### config.mk
export PLATFORM = sky130hd
export DESIGN_NAME = nfcirq_top
export DESIGN_NICKNAME = d
export VERILOG_FILES = /design/src/hw/nfcirq_pkg.sv /design/src/hw/nfcirq_top.sv
export SDC_FILE = /design/constraint.sdc
export NUM_CORES = 1
export LEC_CHECK = 0
export BUFFER_PORTS_ARGS = -buffer_cell sky130_fd_sc_hd__buf_2
export CORE_ASPECT_RATIO = 0.5
export CORE_MARGIN = 2
export CORE_UTILIZATION = 40
export DETAILED_ROUTE_END_ITERATION = 16
export GPL_TIMING_DRIVEN = 0
export HOLD_SLACK_MARGIN = 0.02
export PLACE_DENSITY = 0.63
export SLEW_MARGIN = 20
export SYNTH_ARGS = -nofsm -noshare
export SYNTH_HDL_FRONTEND = slang
export SYNTH_SLANG_ARGS = --single-unit
### constraint.sdc
create_clock -name clk -period 2 [get_ports clk]
set_input_delay 0.1 -clock clk [delete_from_list [all_inputs] [get_ports clk]]
set_output_delay 0.1 -clock clk [all_outputs]
set_load 0.01 [all_outputs]
### src/hw/nfcirq_pkg.sv
// Package with register map and field layout of the interrupt flag block
package nfcirq_pkg;
  // Register indices (printed offsets are not all multiples of four: byte address is index times four)
  localparam logic [7:0] NFCIRQ_IDX_MASK_MAIN = 8'h16;
  localparam logic [7:0] NFCIRQ_IDX_MASK_TIMER = 8'h17;
  localparam logic [7:0] NFCIRQ_IDX_MASK_ERROR = 8'h18;
  localparam logic [7:0] NFCIRQ_IDX_MAIN = 8'h1A;
  localparam logic [7:0] NFCIRQ_IDX_TIMER = 8'h1B;
  localparam logic [7:0] NFCIRQ_IDX_ERROR = 8'h1C;
  localparam int NFCIRQ_ADDR_W = 10;
  // Main register bit positions
  localparam int NFCIRQ_MAIN_OSC = 7;
  localparam int NFCIRQ_MAIN_FIFO_LEVEL = 6;
  localparam int NFCIRQ_MAIN_RX_START = 5;
  localparam int NFCIRQ_MAIN_RX_END = 4;
  localparam int NFCIRQ_MAIN_TX_END = 3;
  localparam int NFCIRQ_MAIN_COLLISION = 2;
  localparam int NFCIRQ_MAIN_RX_RESTART = 1;
  localparam logic [7:0] NFCIRQ_MAIN_USED = 8'hFE;
  // FIFO level thresholds in bytes
  localparam logic [9:0] NFCIRQ_RX_LEVEL = 10'd300;
  localparam logic [9:0] NFCIRQ_TX_LEVEL = 10'd200;
  // Reset values
  localparam logic [7:0] NFCIRQ_FLAGS_RST = 8'h00;
  localparam logic [7:0] NFCIRQ_MASK_RST = 8'h00;
endpackage

### src/hw/nfcirq_top.sv
// Interrupt flag registers with masks and request output, Avalon-MM slave
`timescale 1ns/1ps
module nfcirq_top
  import nfcirq_pkg::*;
(
  // Clock and reset
  input wire logic clk,
  input wire logic rst,
  // Avalon-MM slave
  input wire logic [nfcirq_pkg::NFCIRQ_ADDR_W-1:0] avs_address,
  input wire logic avs_read,
  input wire logic avs_write,
  input wire logic [3:0] avs_byteenable,
  input wire logic [31:0] avs_writedata,
  output logic [31:0] avs_readdata,
  output logic avs_waitrequest,
  output logic [1:0] avs_response,
  // Event strobes, one cycle each
  input wire logic osc_stable,
  input wire logic rx_start,
  input wire logic rx_end,
  input wire logic tx_end,
  input wire logic bit_collision,
  input wire logic disturbance_frame,
  input wire logic cmd_done,
  input wire logic noresp_timeout,
  input wire logic gp_timeout,
  input wire logic field_on,
  input wire logic field_off,
  input wire logic ca_collision,
  input wire logic ca_guard_done,
  input wire logic target_rate_found,
  input wire logic crc_error,
  input wire logic parity_error,
  input wire logic soft_framing_irq,
  input wire logic hard_framing_irq,
  input wire logic wakeup_timer_irq,
  input wire logic amp_over_ref,
  input wire logic phase_over_ref,
  input wire logic cap_over_ref,
  // FIFO state levels
  input wire logic receiving,
  input wire logic transmitting,
  input wire logic [9:0] fifo_count,
  // Interrupt request
  output logic irq
);
  import nfcirq_pkg::*;

  // ----------------------------------------
  // Bus decode
  // ----------------------------------------
  logic [7:0] main_q;
  logic [7:0] timer_q;
  logic [7:0] error_q;
  logic [7:0] mask_main_q;
  logic [7:0] mask_timer_q;
  logic [7:0] mask_error_q;
  logic ack_q;
  logic [7:0] fifo_level_q;
  logic rd_done;
  logic wr_done;
  logic [7:0] index;

  function automatic logic hit(input logic [nfcirq_pkg::NFCIRQ_ADDR_W-1:0] a, input logic [7:0] idx);
    hit = (a[1:0] == 2'b00) && (a[NFCIRQ_ADDR_W-1:2] == idx);
  endfunction

  // One wait state: request is acted on at the edge where waitrequest is low
  assign rd_done = avs_read && ack_q;
  assign wr_done = avs_write && ack_q && avs_byteenable[0];
  assign index = avs_address[NFCIRQ_ADDR_W-1:2];

  always_ff @(posedge clk)
  begin
    if (rst || ack_q)
      ack_q <= 1'b0;
    else
      ack_q <= avs_read || avs_write;
  end

  always_ff @(posedge clk)
  begin
    if (rst)
      avs_waitrequest <= 1'b1;
    else
      avs_waitrequest <= !((avs_read || avs_write) && !ack_q);
  end

  // ----------------------------------------
  // Read data
  // ----------------------------------------
  always_ff @(posedge clk)
  begin
    if (rst)
    begin
      avs_readdata <= 32'h0000_0000;
      avs_response <= 2'b00;
    end
    else if (avs_read && !ack_q)
    begin
      avs_response <= 2'b00;
      avs_readdata <= 32'h0000_0000;
      if (hit(avs_address, NFCIRQ_IDX_MAIN))
        avs_readdata[7:0] <= main_q & NFCIRQ_MAIN_USED;
      else if (hit(avs_address, NFCIRQ_IDX_TIMER))
        avs_readdata[7:0] <= timer_q;
      else if (hit(avs_address, NFCIRQ_IDX_ERROR))
        avs_readdata[7:0] <= error_q;
      else if (hit(avs_address, NFCIRQ_IDX_MASK_MAIN))
        avs_readdata[7:0] <= mask_main_q;
      else if (hit(avs_address, NFCIRQ_IDX_MASK_TIMER))
        avs_readdata[7:0] <= mask_timer_q;
      else if (hit(avs_address, NFCIRQ_IDX_MASK_ERROR))
        avs_readdata[7:0] <= mask_error_q;
      else
        avs_response <= 2'b10;
    end
  end

  // ----------------------------------------
  // Mask registers
  // ----------------------------------------
  always_ff @(posedge clk)
  begin
    if (rst)
    begin
      mask_main_q <= NFCIRQ_MASK_RST;
      mask_timer_q <= NFCIRQ_MASK_RST;
      mask_error_q <= NFCIRQ_MASK_RST;
    end
    else if (wr_done)
    begin
      if (hit(avs_address, NFCIRQ_IDX_MASK_MAIN))
        mask_main_q <= avs_writedata[7:0] & NFCIRQ_MAIN_USED;
      if (hit(avs_address, NFCIRQ_IDX_MASK_TIMER))
        mask_timer_q <= avs_writedata[7:0];
      if (hit(avs_address, NFCIRQ_IDX_MASK_ERROR))
        mask_error_q <= avs_writedata[7:0];
    end
  end

  // ----------------------------------------
  // Event vectors
  // ----------------------------------------
  logic [7:0] main_ev;
  logic [7:0] timer_ev;
  logic [7:0] error_ev;
  logic level_hit;
  logic level_rise;

  // Level condition is edge-detected so a standing level does not refill the flag after a read
  assign level_hit = (receiving && (fifo_count > NFCIRQ_RX_LEVEL)) ||
                     (transmitting && (fifo_count < NFCIRQ_TX_LEVEL));
  assign level_rise = level_hit && !fifo_level_q[0];

  always_ff @(posedge clk)
  begin
    if (rst)
      fifo_level_q <= 8'h00;
    else
      fifo_level_q <= {7'h00, level_hit};
  end

  always_comb
  begin
    main_ev = 8'h00;
    main_ev[NFCIRQ_MAIN_OSC] = osc_stable;
    main_ev[NFCIRQ_MAIN_FIFO_LEVEL] = level_rise;
    main_ev[NFCIRQ_MAIN_RX_START] = rx_start;
    main_ev[NFCIRQ_MAIN_RX_END] = rx_end;
    main_ev[NFCIRQ_MAIN_TX_END] = tx_end;
    main_ev[NFCIRQ_MAIN_COLLISION] = bit_collision;
    main_ev[NFCIRQ_MAIN_RX_RESTART] = disturbance_frame;
  end

  assign timer_ev = {cmd_done, noresp_timeout, gp_timeout,
                     field_on, field_off,
                     ca_collision,
                     ca_guard_done,
                     target_rate_found};

  assign error_ev = {crc_error, parity_error,
                     soft_framing_irq,
                     hard_framing_irq,
                     wakeup_timer_irq,
                     amp_over_ref,
                     phase_over_ref,
                     cap_over_ref};

  // ----------------------------------------
  // Flag registers, clear on read, set wins over clear
  // ----------------------------------------
  logic main_rd;
  logic timer_rd;
  logic error_rd;

  assign main_rd = rd_done && hit(avs_address, NFCIRQ_IDX_MAIN);
  assign timer_rd = rd_done && hit(avs_address, NFCIRQ_IDX_TIMER);
  assign error_rd = rd_done && hit(avs_address, NFCIRQ_IDX_ERROR);

  // Main register is also cleared on read so its request can drop
  always_ff @(posedge clk)
  begin
    if (rst)
      main_q <= NFCIRQ_FLAGS_RST;
    else
      main_q <= ((main_rd ? 8'h00 : main_q) | main_ev) & NFCIRQ_MAIN_USED;
  end

  always_ff @(posedge clk)
  begin
    if (rst)
      timer_q <= NFCIRQ_FLAGS_RST;
    else
      timer_q <= (timer_rd ? 8'h00 : timer_q) | timer_ev;
  end

  always_ff @(posedge clk)
  begin
    if (rst)
      error_q <= NFCIRQ_FLAGS_RST;
    else
      error_q <= (error_rd ? 8'h00 : error_q) | error_ev;
  end

  // ----------------------------------------
  // Interrupt request
  // ----------------------------------------
  logic irq_d;

  // Computed from next flag values so irq stays a pure flip-flop yet tracks flags exactly
  always_comb
  begin
    irq_d = |((((main_rd ? 8'h00 : main_q) | main_ev) & NFCIRQ_MAIN_USED & ~mask_main_q) |
              (((timer_rd ? 8'h00 : timer_q) | timer_ev) & ~mask_timer_q) |
              (((error_rd ? 8'h00 : error_q) | error_ev) & ~mask_error_q));
  end

  always_ff @(posedge clk)
  begin
    if (rst)
      irq <= 1'b0;
    else
      irq <= irq_d;
  end

  logic unused_ok;
  assign unused_ok = ^{avs_byteenable[3:1], avs_writedata[31:8], index, fifo_level_q[7:1]};
endmodule

Yosys cells after proc, flatten, opt, wreduce, memory -nomap -nowiden --
Index checks and enable logic that the tools add are counted. Widths: inputs -> output; s select.
Cells by class: divide/modulo/power cells 0, shifts and indexed selects 0, multipliers 0, equal/unequal tests 6, muxes and demuxes 15, order comparisons 2, bitwise gates (word level) 11, reductions and logical operators 28, add/subtract/negate cells 0
Operators by type and width (number):
- $mux 8 | 9
- $eq 8x5->1 const B | 6
- $or 8x8->8 | 5
- $and 8x8->8 | 3
- $not 8->8 | 3
- $logic_and 1x1->1 | 17
- $mux 2 | 6
- $gt 10x9->1 const B | 1
- $lt 10x8->1 const B | 1
- $reduce_or 8->1 | 1
- $reduce_and 2->1 | 3
- $logic_not 1->1 | 3
- $logic_or 1x1->1 | 3
- $logic_not 2->1 | 1
Word-level totals: output and inout port bits 36, register bits 61, memories 0, bits in latches 0, memory bits (read-only) 0, memory bits (writable) 0, input port bits 84

Longest topological paths before layout --
depth after elaboration 9, depth in mapped cells 7, gate-level depth less buffers 5

Worst setup path before layout --
Ideal clock, no wire load.
path kind input-to-reg, from input avs_address[2] (netlist name), to register irq, library setup time 0.133 ns, buffers on the path 2, arrival 1.541 ns, slack 0.326 ns, cell stages on the path 7, cells stage by stage buf_2 nor4_2 nand4_2 or2_1 buf_2 a211oi_2 o211ai_1
On the way: longest elaborated chain between the ends 9
RTL lines:
- start: declaration | line nfcirq_top.sv:10 | input wire logic [nfcirq_pkg::NFCIRQ_ADDR_W-1:0] avs_address,
- $eq 8x5->1 | line nfcirq_top.sv:66 | hit = (a[1:0] == 2'b00) && (a[NFCIRQ_ADDR_W-1:2] == idx);
- $logic_and 1x1->1 | line nfcirq_top.sv:66
- $logic_and 1x1->1, on equally long branches | line nfcirq_top.sv:199, nfcirq_top.sv:198
- $mux 8, on equally long branches | line nfcirq_top.sv:236, nfcirq_top.sv:235
- $or 8x8->8, on equally long branches | line nfcirq_top.sv:236, nfcirq_top.sv:235
- $and 8x8->8, on equally long branches | line nfcirq_top.sv:236, nfcirq_top.sv:235
- $or 8x8->8 | line nfcirq_top.sv:235 | irq_d = |((((main_rd ? 8'h00 : main_q) | main_ev) & NFCIRQ_MAIN_USED & ~mask_main_q) |
- $or 8x8->8 (*) | line nfcirq_top.sv:236 | (((timer_rd ? 8'h00 : timer_q) | timer_ev) & ~mask_timer_q) |
- $reduce_or 8->1 (*) | line nfcirq_top.sv:235
- end signal: assignment | line nfcirq_top.sv:245 | irq <= irq_d;
- end: declaration | line nfcirq_top.sv:46 | output logic irq
Mark *: on every way between the ends. The rest lies on a longest branch, timed or not. A chain may end at the register's enable or synchronous reset.

Final worst setup path --
from input avs_address[7] (netlist name), to register main_q[5]
On the way: longest elaborated chain between the ends 5
RTL lines:
- $eq 8x5->1 | line nfcirq_top.sv:66
- $logic_and 1x1->1 | line nfcirq_top.sv:66
- $logic_and 1x1->1 | line nfcirq_top.sv:198 | assign main_rd = rd_done && hit(avs_address, NFCIRQ_IDX_MAIN);
- $mux 8 | line nfcirq_top.sv:208 | main_q <= ((main_rd ? 8'h00 : main_q) | main_ev) & NFCIRQ_MAIN_USED;
- $or 8x8->8 | line nfcirq_top.sv:208
- end signal: assignment | line nfcirq_top.sv:208
- end: declaration | line nfcirq_top.sv:53 | logic [7:0] main_q;
Every way passes these cells.

==> summary.txt <==
synthesized area: 0.003164 mm2
Non-Filler Instances: 630
layout cells sized above 1: 22.61%
Final Cell Area: 0.004220 mm2
global route overflow: 0
reg2reg start: mask_error_q[6]$_SDFFE_PP0P_
Worst-Skew Late Latency: 0.33 ns
Final Cycle Share: 94.39%
status: finished, final reports clean
Max IR drop VDD: 0.4683 mV
WP buf/inv: 1
vias in the first global route: 2964
H-Tree Level Count: 3
hold path depth: 3
Place WS: -0.1770 ns
final net count: 601
Die Wd: 129.8 um
max-slew violation count: 0
WL per Instance: 17.38 um
Final Hold Fails: 0
flops & latches, synth: 59
Tmin final: 1.888 ns
Max clock buf depth: 2
CP endpoint kind: flop
Iter 0 DRT Violations: 380
Initial Util: 42.26%
Post-synth ARST share: 0%
clock sink count: 59
number of port buffers: 64
sequential area share after synthesis: 37.33%
placed inst area: 0.003710 mm2
list of most frequent post-synthesis cells: 59 x dfxtp_1, 50 x a21oi_1, 43 x nor2_1
CP arrival: 2.09 ns
cell family with most CP delay: simple AND/OR/NAND/NOR gates
Placed Cells: 594
GP Congestion: 0.9987
post-synth top area share: 37.33%
yosys warns: 0
critical path class: in2reg
DR vias: 3421
IO Count: 120
FF-to-FF path depth: 5
unrepaired setup endpoints after global routing: false
Slew Limit Headroom: 57.17%
pwr/cell area: 774.4 mW/mm2
r2r setup slk: 0.12 ns
Post-DRT Antenna Nets: 0
crit-path max cell delay: 0.58 ns
largest cells by area after synthesis: dfxtp_1 37%, a21oi_1 7.9%, buf_4 5.9%
# resized after CTS: 0
Worst EP required: 2.20 ns
Tot GR Track Use: 25.97%
CTS clock-pin slew for the worst setup and hold paths: 0.05 ns
Final WS setup: 0.1122 ns
most numerous cell in the Yosys netlist: dfxtp_1
final hold slack: 0.02997 ns
Worst Path Max Fanout: 7
Critical-path top delay cell: or4b_4
Mapped Cells: 398
# rows: 22
Root Driver: clkbuf_16
main flop type after synthesis: dfxtp_1
cts bufs inserted: 9
setup violators final: 0
synthesized area per cell: 7.950 um2
largest net degree at the start of global routing: 11
die area: 0.008681 mm2
first-pass GRT wire length: 16460 um
drt via density: 5.430
overall power: 3268 uW
DR pass1 iterations: 5
Worst Max-Slew Pin Slew: 0.6376 ns
MaxCap Viol Count: 0
fmax: 0.5297 GHz
post-synth top area cell: dfxtp_1
Startpoint Class: primary input
leakage: 0.001795 uW
Post-synth EDFFs: 0
antenna violations before repair: 0
final wirelength: 10950 um
ANT cells: 0
DIE HEIGHT: 66.89 um
count of different cell masters after synthesis: 56
worst hold-check path type: in2reg
DP HPWL: 8244 um
Fin Clk Skew: 0.005502 ns
Area Overhead vs Synth: 33.37%
CTS tree: yes
Min-Delay Endpoint: mask_timer_q[5]$_SDFFE_PP0P_
critical register-to-register path endpoint: irq$_SDFF_PP0_
Residual DRC: 0
crit-path cells: buf_2 -> or4b_4 -> nor4_4 -> nand3_1 -> a21oi_1 -> nor2_1
hold_sp: avs_writedata[5]
Core Region: 0.007487 mm2
worst reg2reg max path: stages (launching register included):
cell and delay [ns]:
dfxtp_1 0.45, inv_1 0.12, a22o_1 0.21, or4_1 0.55, a211oi_2 0.27, o211ai_1 0.13
state kept, by name, summed over array words and instances, names as in the netlist:
register         count
ack_q                1
avs_readdata         8
avs_response         1
avs_waitrequest      1
error_q              8
fifo_level_q         1
irq                  1
main_q               7
mask_error_q         8
mask_main_q          7
mask_timer_q         8
timer_q              8
metrics by stage:
step           setup TNS [ns]  util (%)
2_1_floorplan               0         -
6_report                    0     56.37
3_3_place_gp           -2.941     49.55
3_5_place_dp           -2.915     49.55
5_1_grt                     0     56.37
4_1_cts                     0     56.37
layout make-up:
type	instances	area (um2)
Buffer	43	259.0
Clock buffer	11	232.7
Clock inverter	5	77.57
Fill cell	730	3267
Inverter	20	75.07
Multi-Input combinational cell	300	1739
Sequential cell	59	1181
Tap cell	108	135.1
Timing Repair Buffer	84	520.5
layout by cell type (no fill, tap or decap), types with 4 or more instances in the layout:
cell type,Yosys,routed
nand4_1,4,4
a2111oi_0,5,5
clkbuf_16,0,9
o22ai_1,10,10
a21oi_1,50,50
conb_1,1,25
nand2_1,35,35
mux2i_1,10,10
nand2b_1,8,8
clkbuf_1,14,16
inv_1,20,20
o21ai_0,20,20
o211ai_1,4,4
buf_2,3,67
dlygate4sd3_1,0,20
nand3_1,7,7
dfxtp_1,59,59
buf_4,25,25
nor2b_1,22,22
nor2_1,43,43
a221oi_1,4,4
per-layer routing:
metal,track usage (%),part of all wire (%)
met3,7.550,11
met5,0,0
met1,37.98,48
met2,36.32,40
met4,7.527,1.4
repair_timing:
item,CTS,global route
hold buffers,20,0
buffers inserted,0,0
endpoints found under the hold margin,21,0
kinds of logic after synthesis:
group / Yosys count / share of synthesized area, %
DFF: 59 / 37.33
buffers and inverters: 63 / 10.56
other: 1 / 0.1185
AOI/OAI and AO/OA: 119 / 23.80
muxes: 10 / 3.163
and+or+nand+nor: 146 / 25.03
worst max-delay path by stage:
stage / depth (start not counted) / to / startpoint
5_1_grt: 7 / irq$_SDFF_PP0_ / avs_address[2]
6_report: 6 / main_q[5]$_SDFF_PP0_ / avs_address[7]
3_5_place_dp: 6 / main_q[6]$_SDFF_PP0_ / avs_address[7]
4_1_cts: 5 / irq$_SDFF_PP0_ / mask_error_q[6]$_SDFFE_PP0P_
3_3_place_gp: 7 / irq$_SDFF_PP0_ / avs_address[2]
2_1_floorplan: 7 / irq$_SDFF_PP0_ / avs_address[2]
report_power, final:
| part | total [uW] | switching [uW] | internal, uW |
|---|---|---|---|
| registers | 1270 | 42.5 | 1220 |
| clock network | 1610 | 526 | 1080 |
| logic | 390 | 208 | 182 |
Note: power is estimated with default switching activity, not from simulation.
